$ cat src/dsos_pkg.sv
// constants and carrier types for the data separator one-shot host controller
package dsos_pkg;

  // ****************************************
  // clock and timing
  // ****************************************
  localparam int unsigned CLK_PERIOD_NS  = 100;
  localparam int unsigned PULSE_MIN_NS   = 50;
  localparam int unsigned PULSE_CYC      = (PULSE_MIN_NS + CLK_PERIOD_NS - 1) / CLK_PERIOD_NS;
  localparam int unsigned SYNC_STAGES    = 2;

  // minimum recycle times per range code, nanoseconds
  localparam int unsigned RECYCLE_NS_0   = 80;
  localparam int unsigned RECYCLE_NS_1   = 100;
  localparam int unsigned RECYCLE_NS_2   = 130;
  localparam int unsigned RECYCLE_NS_3   = 310;

  // least times round up to whole cycles
  localparam logic [3:0] RECYCLE_CYC_0 =
    4'((RECYCLE_NS_0 + CLK_PERIOD_NS - 1) / CLK_PERIOD_NS);
  localparam logic [3:0] RECYCLE_CYC_1 =
    4'((RECYCLE_NS_1 + CLK_PERIOD_NS - 1) / CLK_PERIOD_NS);
  localparam logic [3:0] RECYCLE_CYC_2 =
    4'((RECYCLE_NS_2 + CLK_PERIOD_NS - 1) / CLK_PERIOD_NS);
  localparam logic [3:0] RECYCLE_CYC_3 =
    4'((RECYCLE_NS_3 + CLK_PERIOD_NS - 1) / CLK_PERIOD_NS);

  // ****************************************
  // delay ranges per range code, nanoseconds
  // ****************************************
  localparam logic [15:0] RANGE_MIN_NS_0 = 16'd190;
  localparam logic [15:0] RANGE_MAX_NS_0 = 16'd450;
  localparam logic [15:0] RANGE_MIN_NS_1 = 16'd450;
  localparam logic [15:0] RANGE_MAX_NS_1 = 16'd1200;
  localparam logic [15:0] RANGE_MIN_NS_2 = 16'd1000;
  localparam logic [15:0] RANGE_MAX_NS_2 = 16'd3500;
  localparam logic [15:0] RANGE_MIN_NS_3 = 16'd1300;
  localparam logic [15:0] RANGE_MAX_NS_3 = 16'd4000;

  // ****************************************
  // reset values
  // ****************************************
  localparam logic [1:0]  RANGE_RST      = 2'h0;
  localparam logic [15:0] DELAY_RST      = 16'h00be;

  // ****************************************
  // carrier types
  // ****************************************
  typedef struct packed {
    logic win_true;  // window true output, high during window
    logic win_inv;   // window inverted output, low during window
  } dsos_win_t;

  typedef struct packed {
    logic data_one;  // pulse that fell inside the window
    logic clk_pulse; // pulse that fell outside the window
  } dsos_sep_t;

  typedef enum logic [1:0] {
    DSOS_IDLE,
    DSOS_HIGH,
    DSOS_HOLD
  } dsos_state_t;

endpackage

$ cat src/dsos_host.sv
// host controller that drives the one-shot and separates its gated pulses
`timescale 1ns/1ns
module dsos_host
  import dsos_pkg::*;
(
  input  wire logic        i_clock,
  input  wire logic        i_reset,
  input  wire logic        i_pulse_req,
  input  wire logic [1:0]  i_range_code,
  input  wire logic [15:0] i_low_period_ns,
  input  wire dsos_win_t   i_win,
  output logic             o_shaper_pulse,
  output logic [1:0]       o_range_code,
  output logic [15:0]      o_delay_ns,
  output dsos_sep_t        o_sep,
  output logic             o_busy
);

  // ****************************************
  // window pin synchroniser
  // ****************************************
  dsos_win_t win_s1_r;
  dsos_win_t win_s1_nxt;
  dsos_win_t win_s2_r;
  dsos_win_t win_s2_nxt;
  logic      win_prev_r;
  logic      win_prev_nxt;

  // two flops before any logic sees the pins
  always_comb begin
    win_s1_nxt   = i_win;
    win_s2_nxt   = win_s1_r;
    win_prev_nxt = win_s2_r.win_true;
  end

  always_ff @(posedge i_clock) begin
    if (i_reset) begin
      win_s1_r   <= '{win_true: 1'b0, win_inv: 1'b1};
      win_s2_r   <= '{win_true: 1'b0, win_inv: 1'b1};
      win_prev_r <= 1'b0;
    end else begin
      win_s1_r   <= win_s1_nxt;
      win_s2_r   <= win_s2_nxt;
      win_prev_r <= win_prev_nxt;
    end
  end

  // ****************************************
  // range and delay setting
  // ****************************************
  logic [1:0]  range_r;
  logic [1:0]  range_nxt;
  logic [15:0] delay_r;
  logic [15:0] delay_nxt;
  logic [17:0] three_q;
  logic [15:0] rmin;
  logic [15:0] rmax;

  // three quarters of the low-frequency period, clamped into the range
  always_comb begin
    range_nxt = i_range_code;
    three_q   = ({2'b00, i_low_period_ns} * 18'd3) >> 2;
    case (i_range_code)
      2'h0: begin
        rmin = RANGE_MIN_NS_0;
        rmax = RANGE_MAX_NS_0;
      end
      2'h1: begin
        rmin = RANGE_MIN_NS_1;
        rmax = RANGE_MAX_NS_1;
      end
      2'h2: begin
        rmin = RANGE_MIN_NS_2;
        rmax = RANGE_MAX_NS_2;
      end
      default: begin
        rmin = RANGE_MIN_NS_3;
        rmax = RANGE_MAX_NS_3;
      end
    endcase
    if (three_q < {2'b00, rmin}) begin
      delay_nxt = rmin;
    end else if (three_q > {2'b00, rmax}) begin
      delay_nxt = rmax;
    end else begin
      delay_nxt = three_q[15:0];
    end
  end

  always_ff @(posedge i_clock) begin
    if (i_reset) begin
      range_r <= RANGE_RST;
      delay_r <= DELAY_RST;
    end else begin
      range_r <= range_nxt;
      delay_r <= delay_nxt;
    end
  end

  // ****************************************
  // pulse generator with recycle guard
  // ****************************************
  dsos_state_t state_r;
  dsos_state_t state_nxt;
  logic [3:0]  wid_r;
  logic [3:0]  wid_nxt;
  logic [3:0]  guard_r;
  logic [3:0]  guard_nxt;
  logic        pulse_r;
  logic        pulse_nxt;
  logic        busy_r;
  logic        busy_nxt;
  logic [3:0]  recycle_cyc;
  logic        win_fall;

  // recycle count for the selected range, and the falling edge of the synchronised window
  always_comb begin
    case (range_r)
      2'h0:    recycle_cyc = RECYCLE_CYC_0;
      2'h1:    recycle_cyc = RECYCLE_CYC_1;
      2'h2:    recycle_cyc = RECYCLE_CYC_2;
      default: recycle_cyc = RECYCLE_CYC_3;
    endcase
    win_fall = win_prev_r & ~win_s2_r.win_true;
  end

  // a trailing edge only leaves after min width, window end and recycle
  always_comb begin
    state_nxt = state_r;
    wid_nxt   = wid_r;
    guard_nxt = guard_r;
    if (win_fall) begin
      guard_nxt = recycle_cyc;
    end else if (guard_r != 4'h0) begin
      guard_nxt = guard_r - 4'h1;
    end
    case (state_r)
      DSOS_IDLE: begin
        if (i_pulse_req) begin
          state_nxt = DSOS_HIGH;
          wid_nxt   = 4'(PULSE_CYC);
        end
      end
      DSOS_HIGH: begin
        if (wid_r > 4'h1) begin
          wid_nxt = wid_r - 4'h1;
        end else begin
          state_nxt = DSOS_HOLD;
        end
      end
      DSOS_HOLD: begin
        // hold the pulse high while a window runs or recycle is pending
        if (!win_s2_r.win_true && !win_fall && guard_r == 4'h0) begin
          state_nxt = DSOS_IDLE;
        end
      end
      default: begin
        state_nxt = DSOS_IDLE;
      end
    endcase
    pulse_nxt = (state_nxt != DSOS_IDLE);
    busy_nxt  = (state_nxt != DSOS_IDLE);
  end

  always_ff @(posedge i_clock) begin
    if (i_reset) begin
      state_r <= DSOS_IDLE;
      wid_r   <= 4'h0;
      guard_r <= 4'h0;
      pulse_r <= 1'b0;
      busy_r  <= 1'b0;
    end else begin
      state_r <= state_nxt;
      wid_r   <= wid_nxt;
      guard_r <= guard_nxt;
      pulse_r <= pulse_nxt;
      busy_r  <= busy_nxt;
    end
  end

  // ****************************************
  // separation gating
  // ****************************************
  logic [SYNC_STAGES-1:0] pdly_r;
  logic [SYNC_STAGES-1:0] pdly_nxt;
  dsos_sep_t              sep_r;
  dsos_sep_t              sep_nxt;

  // pulse stream delayed to match the window synchroniser, then gated
  always_comb begin
    pdly_nxt           = {pdly_r[SYNC_STAGES-2:0], pulse_r};
    sep_nxt.data_one   = pdly_r[SYNC_STAGES-1] & win_s2_r.win_true;
    sep_nxt.clk_pulse  = pdly_r[SYNC_STAGES-1] & win_s2_r.win_inv;
  end

  always_ff @(posedge i_clock) begin
    if (i_reset) begin
      pdly_r <= '0;
      sep_r  <= '0;
    end else begin
      pdly_r <= pdly_nxt;
      sep_r  <= sep_nxt;
    end
  end

  assign o_shaper_pulse = pulse_r;
  assign o_range_code   = range_r;
  assign o_delay_ns     = delay_r;
  assign o_sep          = sep_r;
  assign o_busy         = busy_r;

endmodule

$ cat config.mk
export PLATFORM = sky130hd
export DESIGN_NAME = dsos_host
export DESIGN_NICKNAME = d
export VERILOG_FILES = /design/src/dsos_pkg.sv /design/src/dsos_host.sv
export SDC_FILE = /design/constraint.sdc
export NUM_CORES = 1
export LEC_CHECK = 0
export BUFFER_PORTS_ARGS = -buffer_cell sky130_fd_sc_hd__clkbuf_2
export CAP_MARGIN = 20
export CORE_MARGIN = 2
export CORE_UTILIZATION = 24
export DETAILED_ROUTE_END_ITERATION = 8
export HOLD_SLACK_MARGIN = 0.02
export PLACE_DENSITY_LB_ADDON = 0.05
export REMOVE_ABC_BUFFERS = 1
export SLEW_MARGIN = 30
export SYNTH_ARGS = -nofsm -noshare
export SYNTH_HDL_FRONTEND = slang
export SYNTH_SLANG_ARGS = --single-unit
$ cat constraint.sdc
create_clock -name i_clock -period 4 [get_ports i_clock]
set_clock_uncertainty 0.1 [all_clocks]
set_input_delay 0.2 -clock i_clock [delete_from_list [all_inputs] [get_ports i_clock]]
set_output_delay 0.2 -clock i_clock [all_outputs]
set_load 0.01 [all_outputs]
==> results.sh <==
export IMPL_vias_per_cell=4.79
export IMPL_whs_ps=173
export IMPL_grt_use_met3=0.0148
export IMPL_synth_edf_count=0
export IMPL_netlist_area_um2=2960
export IMPL_power_density_nw_per_um2=435
export IMPL_cts_root_buf="clkbuf_16"
export IMPL_drtIter0Drc=103
export IMPL_setup_viol=0
export IMPL_fill_cells=1313
export IMPL_cts_buffers=5
export IMPL_grt_pass1_wl_um=12900
export IMPL_wl_um=7930
export IMPL_slew_viol_final=0
export IMPL_pwr_share_comb=0.437
export IMPL_drive_gt1_frac=0.227
export IMPL_max_freq_mhz=271
export IMPL_syn_to_final_growth_pct=23.6
export IMPL_yosysWarnings=0
export IMPL_path_clk_slew_ps=60
export IMPL_synthCells=342
export IMPL_utilization=0.305
export IMPL_postSynthAreaPerCell_um2=8.67
export IMPL_ys_seq_elements=38
export IMPL_cts_sinks=38
export IMPL_post_route_period_util=0.922
export IMPL_yosys_cell_count_top_type="ha_1"
export IMPL_die_y_um=115
export IMPL_synth_area_leader_cell="dfxtp_1"
export IMPL_die_area_um2=13300
export IMPL_rsz0062_at_grt="false"
export IMPL_hpwl_um=6470
export IMPL_power_switching_mw=0.565
export IMPL_crit_path_end_kind="register"
export IMPL_p_clk_frac=0.270
export IMPL_first_pass_iters=4
export IMPL_cts_tree="built"
export IMPL_postCtsSetupBuffers=0
export IMPL_diodes=0
export IMPL_synth_common_cells="45 x ha_1, 38 x dfxtp_1, 33 x nor2_1"
export IMPL_fp_coreArea_um2=12000
export IMPL_p_seq_frac=0.293
export IMPL_hold_path_class="input port to register"
export IMPL_tightestPinTransition_ps=597
export IMPL_antenna_found_initial=0
export IMPL_htree_levels=2
export IMPL_vias=2665
export IMPL_hold_violations=0
export IMPL_power_leakage_nw=1.67
export IMPL_grt_most_used_layer="met2"
export IMPL_start_util=0.247
export IMPL_power_mw=1.59
export IMPL_overflow=0
export IMPL_synth_main_ff_cell="dfxtp_1"
export IMPL_use_met1=0.160
export IMPL_critPathLaunchType="input port"
export IMPL_ir_drop_mv=0.146
export IMPL_synthTopCellsByArea="dfxtp_1 26%, ha_1 19%, nor2_1 4.2%, a21oi_1 3.2%, xnor2_1 3.0%"
export IMPL_clk_latency_ps=280
export IMPL_crit_required_ps=4040
export IMPL_gp_congestion=0.778
export IMPL_cp_arrival_ps=3730
export IMPL_num_rows=40
export IMPL_grt_pass1_vias=2622
export IMPL_nets=477
export IMPL_top_level_ports=45
export IMPL_p_int_mw=1.03
export IMPL_synthDistinctLibCells=65
export IMPL_maxCapViolations=0
export IMPL_seq_area_frac_synth=0.257
export IMPL_die_width_um=115
export IMPL_io_buffers=44
export IMPL_drc=0
export IMPL_regToRegSetupSlack_ps=2280
export IMPL_cp_max_fo=4
export IMPL_synth_top_area_share=0.257
export IMPL_fin_crit_ps=3690
export IMPL_swShare=0.354
export IMPL_grt_use_total=0.124
export IMPL_grt_util_met2=0.211
export IMPL_wl_per_cell_um=14.3
export IMPL_clk_path_buf_depth=2
export IMPL_synthArstFlopShare=0
export IMPL_status="finished, final reports clean"
export IMPL_ant_nets=0
export IMPL_path_class="input port to register"
export IMPL_grt_max_degree=23
export IMPL_slew_headroom=0.601
cells in the final DEF (no fill, tap or decap), types with 3 or more instances in the layout:
master	synthesis	final
a211oi_1	3	3
a21o_1	9	9
a21oi_1	19	19
a221oi_2	3	3
and2_1	3	3
and3_1	3	3
buf_4	1	18
clkbuf_16	0	5
clkbuf_2	0	44
clkbuf_8	0	3
conb_1	1	4
dfxtp_1	38	38
ha_1	45	45
inv_1	19	19
nand2_1	18	18
nand2b_1	5	5
nand3_1	10	10
nand3b_1	5	5
nand4_1	4	4
nor2_1	33	33
nor2_2	3	3
nor2b_1	11	11
nor3_1	5	5
o2111ai_1	5	5
o211ai_1	4	4
o21ai_0	8	8
o21ai_1	13	13
o221ai_1	3	3
o31ai_1	3	3
xnor2_1	10	10
xor2_1	6	6
worst max-delay path, cell delays in order:
cell,delay [ps]
clkbuf_2,110
inv_1,60
fa_1,420
nand2b_1,170
a211o_1,310
a211oi_2,310
nor2_1,100
xnor2_1,220
ha_1,300
a21o_1,160
a21o_1,160
a21o_1,200
o221ai_1,270
nor2_2,70
buf_4,150
nor2_2,120
nor4b_2,280
a31oi_1,100
metrics by stage:
step / setup WS [ps] / cells / setup TNS (ps) / cell area [um2]
floorplan: 390 / 337 / 0 / 2930
global placement: -139 / 546 / -139 / 3470
detailed placement: -145 / 546 / -145 / 3470
CTS: 157 / 556 / 0 / 3660
global route: 32.4 / 556 / 0 / 3660
finish: 312 / 556 / 0 / 3660
logic make-up after synthesis:
family	share of synthesized area
XOR/XNOR	0.0473
adder cells (fa/ha/maj)	0.197
flip-flops	0.257
buffers and inverters	0.0388
other	0.00127
AO/OA/AOI/OAI	0.233
AND/OR/NAND/NOR	0.216
multiplexers	0.0101
sequential cells by signal (all words and copies together), names as in the netlist, 2 cells and up:
register,flops
o_sep,2
state_r,2
win_s1_r,2
o_delay_ns,16
o_range_code,2
wid_r,4
pdly_r,2
guard_r,4
final timing paths:
| kind | cells past startpoint | startpoint | end |
|---|---|---|---|
| max reg2reg | 8 | wid_r[0] | wid_r[3] |
| max | 18 | i_low_period_ns[1] | o_delay_ns[7] |
| min | 4 | i_pulse_req | wid_r[3] |
| min reg2reg | 1 | win_s1_r[0] | win_s2_r[0] |
power by group through the flow:
stage	combinational, mW	clock, mW	sequential [mW]
2_1_floorplan	0.469	0	0.477
5_1_grt	0.790	0.459	0.474
3_3_place_gp	0.706	0	0.476
4_1_cts	0.703	0.449	0.467
3_5_place_dp	0.697	0	0.475
6_report	0.698	0.430	0.467
routing by layer:
metal / wire length (um) / vias to the layer above
met5: 0 / -
met4: 203 / 0
met3: 246 / 10
met2: 3790 / 59
met1: 3700 / 1218
li1: - / 1378
cell type report:
cell class / count / area, um2 / area share
multi-input cells: 280 / 2110 / 0.575
flip-flops and latches: 38 / 761 / 0.208
repair buffers: 64 / 375 / 0.102
well taps: 147 / 184 / 0.0502
clock buffers: 8 / 166 / 0.0454
inverters: 19 / 71.3 / 0.0195
what timing repair did:
action / 4_1_cts / 5_1_grt
endpoints found under the setup margin: 0 / 1
hold buffers: 2 / 0
gates resized for setup: 0 / 1
hold endpoints to repair: 2 / 0
(Power assumes the default switching activity.)
